### src/rtl/clk_presc_pkg.sv
package clk_presc_pkg;
   // ==================================================
   // register map, byte addresses on apb
   localparam logic [7:0] addr_change_protect = 8'h00;
   localparam logic [7:0] addr_clock_divide = 8'h04;
   localparam logic [7:0] addr_fast_trim = 8'h08;
   localparam logic [7:0] addr_temp_trim_a = 8'h0c;
   localparam logic [7:0] addr_temp_trim_b = 8'h10;
   localparam logic [7:0] addr_slow_trim = 8'h14;
   localparam logic [7:0] addr_status = 8'h18;
   // ==================================================
   // fields and values
   localparam int divide_select_lsb = 0;
   localparam int divide_select_width = 4;
   localparam logic [3:0] div_code_max = 4'h8;
   localparam logic [3:0] div_code_one = 4'h0;
   localparam logic [3:0] div_code_eight = 4'h3;
   localparam logic [7:0] unlock_signature = 8'hd8;
   localparam logic [7:0] fast_trim_factory = 8'h80;
   localparam logic [7:0] slow_trim_factory = 8'h80;
   localparam logic [7:0] temp_trim_reset = 8'h00;
   // ==================================================
   // timing: window of four cpu cycles counted in divided clock ticks
   localparam int unlock_window_cycles = 4;
   // ==================================================
   // states of the divider switch
   typedef enum logic [1:0] {
      sw_idle = 2'b00,
      sw_wait_old = 2'b01,
      sw_wait_new = 2'b11
   } switch_state_t;
endpackage

### src/rtl/unlock_window.sv
`timescale 1ns/1ps
`default_nettype none
module unlock_window
   import clk_presc_pkg::*;
(
   // clock and reset
   input wire logic pclk,
   input wire logic presetn,
   // cpu cycle pulse and unlock write
   input wire logic cpu_tick,
   input wire logic unlock_write,
   input wire logic consume,
   // window open
   output logic window_open
);
   logic [2:0] count;
   logic [2:0] next_count;
   // ==================================================
   // window counter, reopened by a fresh signature
   always_comb begin
      next_count = count;
      if (unlock_write) begin
         next_count = 3'(unlock_window_cycles);
      end else if (consume) begin
         next_count = 3'h0;
      end else if (cpu_tick && count != 3'h0) begin
         next_count = count - 3'h1;
      end
   end
   always_ff @(posedge pclk or negedge presetn) begin
      if (!presetn) begin
         count <= 3'h0;
      end else begin
         count <= next_count;
      end
   end
   assign window_open = (count != 3'h0);
   property p_window_closes;
      @(posedge pclk) disable iff (!presetn)
      (count == 3'h1 && cpu_tick && !unlock_write) |=> !window_open;
   endproperty
   a_window_closes: assert property (p_window_closes) else $error("window stays open");
endmodule // unlock_window
`default_nettype wire

### src/rtl/clock_divider.sv
`timescale 1ns/1ps
`default_nettype none
module clock_divider
   import clk_presc_pkg::*;
(
   // clock and reset
   input wire logic pclk,
   input wire logic presetn,
   // selected code
   input wire logic [3:0] divide_select,
   // enable pulse, one pclk per divided period
   output logic tick
);
   logic [7:0] count;
   logic [7:0] next_count;
   function automatic logic [7:0] div_limit(input logic [3:0] code);
      div_limit = 8'((9'h1 << code) - 9'h1);
   endfunction
   // ==================================================
   // counter only wraps at a terminal count, so a new ratio takes effect
   // after the old period ends: no short pulse, no glitch
   always_comb begin
      next_count = count + 8'h1;
      if (count >= div_limit(divide_select)) begin
         next_count = 8'h0;
      end
   end
   always_ff @(posedge pclk or negedge presetn) begin
      if (!presetn) begin
         count <= 8'h0;
      end else begin
         count <= next_count;
      end
   end
   assign tick = (count >= div_limit(divide_select));
   property p_tick_spacing;
      @(posedge pclk) disable iff (!presetn)
      (tick && divide_select == 4'h1) ##1 (divide_select == 4'h1) |-> !tick;
   endproperty
   a_tick_spacing: assert property (p_tick_spacing) else $error("ticks too close");
endmodule // clock_divider
`default_nettype wire

### src/rtl/clock_prescaler_and_osc_trim.sv
`timescale 1ns/1ps
`default_nettype none
module clock_prescaler_and_osc_trim
   import clk_presc_pkg::*;
#(
   parameter logic [7:0] fast_factory = clk_presc_pkg::fast_trim_factory,
   parameter logic [7:0] slow_factory = clk_presc_pkg::slow_trim_factory
) (
   // clock and reset
   input wire logic pclk,
   input wire logic presetn,
   // apb slave
   input wire logic psel,
   input wire logic penable,
   input wire logic pwrite,
   input wire logic [7:0] paddr,
   input wire logic [31:0] pwdata,
   input wire logic [3:0] pstrb,
   output logic [31:0] prdata,
   output logic pready,
   output logic pslverr,
   // fuse, a static strap
   input wire logic start_divide_fuse,
   // divided system clock enable
   output logic sys_clk_en,
   // oscillator trim outputs
   output logic [7:0] fast_trim_value,
   output logic [7:0] temp_trim_a,
   output logic [7:0] temp_trim_b,
   output logic [7:0] slow_trim_value,
   // nonvolatile write timing follows the fast oscillator
   output logic [7:0] nvm_timing_trim
);
   // ==================================================
   // declarations
   logic [3:0] divide_select;
   logic [3:0] next_divide_select;
   logic [3:0] active_select;
   logic [3:0] next_active_select;
   logic [7:0] next_fast_trim;
   logic [7:0] next_temp_a;
   logic [7:0] next_temp_b;
   logic [7:0] next_slow_trim;
   logic [31:0] next_prdata;
   logic fuse_sync1;
   logic fuse_sync2;
   logic [1:0] fuse_age;
   logic fuse_loaded;
   logic next_fuse_loaded;
   logic rejected;
   logic next_rejected;
   switch_state_t sw_state;
   switch_state_t next_sw_state;
   logic window_open;
   logic wr_access;
   logic rd_access;
   logic unlock_write;
   logic divide_write;
   logic mapped;
   logic tick;
   function automatic logic hit(input logic [7:0] a, input logic [7:0] reg_addr);
      hit = (a == reg_addr);
   endfunction
   function automatic logic [3:0] clamp_code(input logic [3:0] code);
      clamp_code = (code > div_code_max) ? div_code_max : code;
   endfunction
   // ==================================================
   // apb decode, zero wait states
   assign wr_access = psel && penable && pwrite;
   assign rd_access = psel && !penable && !pwrite;
   assign mapped = hit(paddr, addr_change_protect) || hit(paddr, addr_clock_divide)
      || hit(paddr, addr_fast_trim) || hit(paddr, addr_temp_trim_a)
      || hit(paddr, addr_temp_trim_b) || hit(paddr, addr_slow_trim)
      || hit(paddr, addr_status);
   assign pready = 1'b1;
   assign pslverr = psel && penable && !mapped;
   assign unlock_write = wr_access && pstrb[0] && hit(paddr, addr_change_protect)
      && pwdata[7:0] == unlock_signature;
   assign divide_write = wr_access && pstrb[0] && hit(paddr, addr_clock_divide);
   // ==================================================
   // fuse strap synchroniser, caught once after reset release
   always_ff @(posedge pclk or negedge presetn) begin
      if (!presetn) begin
         fuse_sync1 <= 1'b0;
         fuse_sync2 <= 1'b0;
         fuse_age <= 2'b00;
      end else begin
         fuse_sync1 <= start_divide_fuse;
         fuse_sync2 <= fuse_sync1;
         fuse_age <= {fuse_age[0], 1'b1};
      end
   end
   // ==================================================
   // register updates
   always_comb begin
      next_divide_select = divide_select;
      next_fast_trim = fast_trim_value;
      next_temp_a = temp_trim_a;
      next_temp_b = temp_trim_b;
      next_slow_trim = slow_trim_value;
      next_fuse_loaded = fuse_loaded;
      next_rejected = rejected;
      // strap taken only once both sync stages hold its real level
      if (!fuse_loaded && fuse_age[1]) begin
         next_fuse_loaded = 1'b1;
         next_divide_select = fuse_sync2 ? div_code_eight : div_code_one;
      end
      if (divide_write) begin
         if (window_open) begin
            next_divide_select = pwdata[3:0];
            next_rejected = 1'b0;
         end else begin
            next_rejected = 1'b1;
         end
      end
      if (wr_access && pstrb[0]) begin
         if (hit(paddr, addr_fast_trim)) begin
            next_fast_trim = pwdata[7:0];
         end
         if (hit(paddr, addr_temp_trim_a)) begin
            next_temp_a = pwdata[7:0];
         end
         if (hit(paddr, addr_temp_trim_b)) begin
            next_temp_b = pwdata[7:0];
         end
         if (hit(paddr, addr_slow_trim)) begin
            next_slow_trim = pwdata[7:0];
         end
      end
   end
   always_ff @(posedge pclk or negedge presetn) begin
      if (!presetn) begin
         divide_select <= div_code_one;
         fast_trim_value <= fast_factory;
         temp_trim_a <= temp_trim_reset;
         temp_trim_b <= temp_trim_reset;
         slow_trim_value <= slow_factory;
         fuse_loaded <= 1'b0;
         rejected <= 1'b0;
      end else begin
         divide_select <= next_divide_select;
         fast_trim_value <= next_fast_trim;
         temp_trim_a <= next_temp_a;
         temp_trim_b <= next_temp_b;
         slow_trim_value <= next_slow_trim;
         fuse_loaded <= next_fuse_loaded;
         rejected <= next_rejected;
      end
   end
   // trim is monotonic by construction: fast trim passed straight to the nvm write timing output
   assign nvm_timing_trim = fast_trim_value;
   // ==================================================
   // divider switch: the new code reaches the divider only at an old-period
   // boundary, then one new period must pass before the switch is reported done
   always_comb begin
      next_sw_state = sw_state;
      next_active_select = active_select;
      case (sw_state)
         sw_idle: begin
            if (clamp_code(divide_select) != active_select) begin
               next_sw_state = sw_wait_old;
            end
         end
         sw_wait_old: begin
            if (tick) begin
               // reserved codes clamp to the largest ratio
               next_active_select = clamp_code(divide_select);
               next_sw_state = sw_wait_new;
            end
         end
         sw_wait_new: begin
            if (tick) begin
               next_sw_state = sw_idle;
            end
         end
         default: begin
            next_sw_state = sw_idle;
         end
      endcase
   end
   always_ff @(posedge pclk or negedge presetn) begin
      if (!presetn) begin
         sw_state <= sw_idle;
         active_select <= div_code_one;
      end else begin
         sw_state <= next_sw_state;
         active_select <= next_active_select;
      end
   end
   clock_divider u_divider (
      .pclk(pclk),
      .presetn(presetn),
      .divide_select(active_select),
      .tick(tick)
   );
   assign sys_clk_en = tick;
   // window counted in divided cpu cycles
   unlock_window u_window (
      .pclk(pclk),
      .presetn(presetn),
      .cpu_tick(tick),
      .unlock_write(unlock_write),
      .consume(divide_write),
      .window_open(window_open)
   );
   // ==================================================
   // read data, captured in setup so it is registered
   always_comb begin
      next_prdata = prdata;
      if (rd_access) begin
         next_prdata = 32'h0;
         if (hit(paddr, addr_clock_divide)) begin
            next_prdata = {28'h0, divide_select};
         end
         if (hit(paddr, addr_fast_trim)) begin
            next_prdata = {24'h0, fast_trim_value};
         end
         if (hit(paddr, addr_temp_trim_a)) begin
            next_prdata = {24'h0, temp_trim_a};
         end
         if (hit(paddr, addr_temp_trim_b)) begin
            next_prdata = {24'h0, temp_trim_b};
         end
         if (hit(paddr, addr_slow_trim)) begin
            next_prdata = {24'h0, slow_trim_value};
         end
         if (hit(paddr, addr_status)) begin
            next_prdata = {24'h0, 1'b0, rejected, window_open, sw_state != sw_idle,
               active_select};
         end
      end
   end
   always_ff @(posedge pclk or negedge presetn) begin
      if (!presetn) begin
         prdata <= 32'h0;
      end else begin
         prdata <= next_prdata;
      end
   end
   // ==================================================
   // checks
   property p_locked_write;
      @(posedge pclk) disable iff (!presetn)
      (divide_write && !window_open && fuse_loaded) |=> $stable(divide_select);
   endproperty
   a_locked_write: assert property (p_locked_write) else $error("locked write took");
   property p_unlocked_write;
      @(posedge pclk) disable iff (!presetn)
      (divide_write && window_open && fuse_loaded) |=> divide_select == $past(pwdata[3:0]);
   endproperty
   a_unlocked_write: assert property (p_unlocked_write) else $error("write lost");
   property p_fuse_load;
      @(posedge pclk) disable iff (!presetn)
      (!fuse_loaded && fuse_age[1])
         |=> divide_select == ($past(fuse_sync2) ? div_code_eight : div_code_one);
   endproperty
   a_fuse_load: assert property (p_fuse_load) else $error("bad reset divide");
   property p_reserved_zero;
      @(posedge pclk) disable iff (!presetn)
      (rd_access && hit(paddr, addr_clock_divide)) |=> prdata[31:4] == 28'h0;
   endproperty
   a_reserved_zero: assert property (p_reserved_zero) else $error("reserved bits set");
   property p_switch_at_tick;
      @(posedge pclk) disable iff (!presetn)
      (active_select != $past(active_select)) |-> $past(tick);
   endproperty
   a_switch_at_tick: assert property (p_switch_at_tick) else $error("mid period switch");
   property p_trim_write;
      @(posedge pclk) disable iff (!presetn)
      (wr_access && pstrb[0] && hit(paddr, addr_fast_trim)) |=> fast_trim_value == $past(pwdata[7:0]);
   endproperty
   a_trim_write: assert property (p_trim_write) else $error("trim write lost");
   property p_slow_write;
      @(posedge pclk) disable iff (!presetn)
      (wr_access && pstrb[0] && hit(paddr, addr_slow_trim)) |=> slow_trim_value == $past(pwdata[7:0]);
   endproperty
   a_slow_write: assert property (p_slow_write) else $error("slow trim lost");
   property p_active_range;
      @(posedge pclk) disable iff (!presetn)
      active_select <= div_code_max;
   endproperty
   a_active_range: assert property (p_active_range) else $error("reserved ratio used");
endmodule // clock_prescaler_and_osc_trim
`default_nettype wire

### config.mk
export PLATFORM = sky130hd
export DESIGN_NAME = clock_prescaler_and_osc_trim
export DESIGN_NICKNAME = d
export VERILOG_FILES = /design/src/rtl/clk_presc_pkg.sv /design/src/rtl/unlock_window.sv /design/src/rtl/clock_divider.sv /design/src/rtl/clock_prescaler_and_osc_trim.sv
export SDC_FILE = /design/constraint.sdc
export NUM_CORES = 1
export LEC_CHECK = 0
export ABC_AREA = 1
export BUFFER_PORTS_ARGS = -buffer_cell sky130_fd_sc_hd__buf_4
export CORE_MARGIN = 4
export CORE_UTILIZATION = 37
export CTS_CLUSTER_SIZE = 30
export DETAILED_ROUTE_END_ITERATION = 12
export PLACE_DENSITY = 0.64
export RECOVER_POWER = 100
export SLEW_MARGIN = 10
export SYNTH_ARGS = -nofsm -noshare
export SYNTH_HDL_FRONTEND = slang
export SYNTH_SLANG_ARGS = --single-unit
### constraint.sdc
create_clock -name pclk -period 4.9 [get_ports pclk]
set_input_delay 0.98 -clock pclk [delete_from_list [all_inputs] [get_ports pclk]]
set_output_delay 0.98 -clock pclk [all_outputs]
set_load 0.02 [all_outputs]
==> results.txt <==
----------------------------------------------------
[Run status]
  Result of the run ... complete, no violations

[Route]
  Vias per Instance ... 4.73
  Per-cell routed wire length ... 14.2 um
  Via count ... 3318
  Initial detailed-routing violation count ... 196
  Initial DRT Pass Iterations ... 5
  Number of design rule violations left after detail routing ... 0
  Aggregate routed wire length ... 9980 um
  Number of nets with antenna violations after detailed routing ... 0

[CTS]
  Depth of the CTS H-tree ... 3
  # clock sinks ... 67
  CTS tree ... built
  Post-CTS sizing ... 0
  Hold_buf cts ... 0
  Clock latency on the worst-skew pair ... 0.35 ns
  Total CTS buffers ... 9
  Postcts setup bufs ... 0
  Clk pin slew, worst setup/hold paths ... 0.08 ns
  Root Driver ... sky130_fd_sc_hd__clkbuf_8
  Maximum buffer depth of the clock tree ... 2

[STA]
  Worst Max-Slew Pin Slew ... 0.858 ns
  Pins Over Slew Limit ... 0
  Maximum achievable frequency ... 249 MHz
  Final Hold Viols ... 0
  Final-layout worst hold slack ... 0.352 ns
  Setup-violating endpoint count in the final report ... 0
  Final cycle utilization of the critical path ... 0.821
  Normalized max-slew margin ... 0.428
  Unrepaired setup endpoints after global routing ... no
  Shortest period the worst path allows ... 4.02 ns
  Final clock skew ... 0.0106 ns
  Setup Total Neg Slack ... 0 ns

[Finish]
  Fraction of layout instances using a drive strength above 1 ... 0.106
  Area growth from synthesis to layout ... 9.53%
  Antenna cells ... 0
  Most common library cell in the layout ignoring fill and taps ... sky130_fd_sc_hd__nand2_1
  Filler Cells Inserted ... 1131
  Nets ... 623
  Commonest cells after routing, fill and taps aside ... 132 x sky130_fd_sc_hd__nand2_1, 65 x sky130_fd_sc_hd__dfrtp_1, 60 x sky130_fd_sc_hd__inv_1

[Placed design]
  Gp weighted congestion ... 0.845
  Count of buffers from port buffering ... 72
  Half-perimeter wire length after placement ... 7620 um

[Flow run]
  Max-capacitance violation count ... 0

[Power]
  Power Internal ... 1.12 mW
  Clock share of power ... 0.291
  Register share of total power ... 0.369
  Total power density per cell area ... 413 nW/um^2
  Leakage ... 2.20 nW
  Net switching power ... 0.688 mW
  Portion of total power attributed to combinational logic ... 0.340
  Largest vdd supply drop ... 0.000220 V
  Sw Share ... 0.381

[Critical path]
  CP startpoint ... active_select[3]
  Endpoint required time on the critical path ... 3.92 ns
  Crit path capture type ... primary output
  Worst-path fanout max ... 15
  Classification of the worst setup path ... register to primary output
  Reg2reg start ... active_select[3]
  Crit path arrival time ... 3.04 ns
  Startpoint kind of the worst setup timing path ... register

[Yosys]
  Cells after synthesis ... 495
  Number of synthesized register bits ... 67
  Number of unique standard cell types used by synthesis ... 35
  Portion of the post-synthesis area used by sequential elements ... 0.421
  Synth warnings ... 0
  Mean Syn Cell Area ... 8.06 sq um
  Summed instance area of the synthesized netlist ... 3990 sq um

[Global routing]
  Wire length of the first global-routing pass ... 16200 um
  Total congestion overflow after global routing ... 0
  Antenna violations before repair ... 0
  Total routing usage reported by global routing ... 0.162
  Largest net degree at the start of global routing ... 68
  Vias in the first global route ... 3269

[Min path]
  Hold Crit Start ... fuse_age[0]
  Worst min-delay path class ... register to register

[Floorplan]
  Chip height ... 112 um
  Initial Util ... 0.383
  Die Span X ... 112 um
  Die ar. ... 12500 sq um
  Number of placed I/O pins ... 125
  Cell Rows ... 37
  Area of the core ... 10400 sq um

----------------------------------------------------
-- layer usage --
metal / up-vias / wire (um) / global-route usage
met5: - / 0 / 0
met4: 0 / 215 / 0.0552
met3: 14 / 701 / 0.0457
met2: 129 / 4670 / 0.263
met1: 1531 / 4400 / 0.206
li1: 1644 / - / -
-- registers in the layout, indices dropped and copies added (netlist names) --
signal           cells
fuse_loaded          1
prdata               8
temp_trim_b          8
fuse_age             2
u_window.count       3
slow_trim_value      8
active_select        4
fast_trim_value      8
divide_select        4
rejected             1
temp_trim_a          8
fuse_sync2           1
fuse_sync1           1
u_divider.count      8
sw_state             2
-- worst paths after layout --
kind,endpoint,slack [ns],cells after the start
worst max-delay path,sys_clk_en,0.88,11
worst min-delay path,fuse_age[1],0.35,0
worst max register to register,active_select[1],1.78,12
worst min register to register,fuse_age[1],0.35,0
max in group asynchronous,temp_trim_b[5],3.60,1
min in group asynchronous,u_divider.count[3],0.73,1
-- layout make-up --
| type | count | area [sq um] | share of cell area |
|---|---|---|---|
| flip-flops and latches | 67 | 1680 | 0.384 |
| repair buffers | 72 | 360 | 0.0825 |
| multi-input cells | 347 | 1690 | 0.387 |
| well taps | 136 | 170 | 0.0389 |
| clock inverters | 5 | 85.1 | 0.0195 |
| clock buffers | 11 | 141 | 0.0324 |
| inverters | 64 | 241 | 0.0553 |
-- cell usage after synthesis (all sizes together) --
| cell | instances | area share |
|---|---|---|
| or2 | 5 | 0.0078 |
| buf | 39 | 0.078 |
| xnor2 | 2 | 0.0044 |
| a21o | 1 | 0.0019 |
| inv | 63 | 0.059 |
| o21a | 1 | 0.0019 |
| a21oi | 11 | 0.014 |
| nand2 | 135 | 0.14 |
| nor3b | 1 | 0.0031 |
| nor3 | 9 | 0.014 |
| nor2 | 46 | 0.057 |
| ha | 12 | 0.038 |
| clkbuf | 2 | 0.0019 |
| a31oi | 2 | 0.0031 |
| nand4 | 8 | 0.013 |
| conb | 2 | 0.0019 |
| nand3 | 35 | 0.051 |
| nor4 | 1 | 0.0016 |
| o211ai | 1 | 0.0019 |
| xor2 | 5 | 0.011 |
| o21ai | 46 | 0.078 |
| dfrtp | 65 | 0.41 |
| dfstp | 2 | 0.013 |
| clkinv | 1 | 0.0013 |
-- critical path, cell delays in order (launching register included) --
cell and delay (ns):
sky130_fd_sc_hd__dfrtp_1 0.47, sky130_fd_sc_hd__nor2_1 0.34, sky130_fd_sc_hd__nand2_1 0.15, sky130_fd_sc_hd__ha_1 0.23, sky130_fd_sc_hd__nand3_1 0.10, sky130_fd_sc_hd__xnor2_1 0.07
sky130_fd_sc_hd__ha_1 0.27, sky130_fd_sc_hd__nand2_1 0.06, sky130_fd_sc_hd__nor2_1 0.14, sky130_fd_sc_hd__nand4_1 0.09, sky130_fd_sc_hd__nand3_1 0.47, sky130_fd_sc_hd__clkbuf_1 0.29
-- power groups by stage --
stage          Clock (mW)  Combinational [mW]  Sequential, mW
3_5_place_dp            0               0.667           0.675
6_report            0.525               0.613           0.665
4_1_cts             0.534               0.668           0.665
3_3_place_gp            0               0.633           0.671
5_1_grt             0.553               0.718           0.673
2_1_floorplan           0               0.522           0.662
-- kinds of logic after synthesis --
kind of cell / Yosys count / share of synthesized area
AND/OR/NAND/NOR: 240 / 0.283
flip-flops: 67 / 0.421
AO/OA/AOI/OAI: 62 / 0.101
buffers and inverters: 105 / 0.140
other: 2 / 0.00188
adder cells (fa/ha/maj): 12 / 0.0376
XOR/XNOR: 7 / 0.0154
-- stage by stage --
| step | setup slack, ns | total power, mW | area (sq um) | std cells | util |
|---|---|---|---|---|---|
| finish | 0.878 | 1.80 | 4370 | 702 | 0.420 |
| global route | 0.576 | 1.94 | 4370 | 702 | 0.420 |
| CTS | 1.03 | 1.87 | 4700 | 702 | 0.451 |
| detailed placement | 1.41 | 1.34 | 4470 | 686 | 0.429 |
| global placement | 1.53 | 1.30 | 4470 | 686 | 0.429 |
| floorplan | 1.85 | 1.18 | 4080 | 519 | - |
Note: power is estimated with default switching activity, not from simulation.
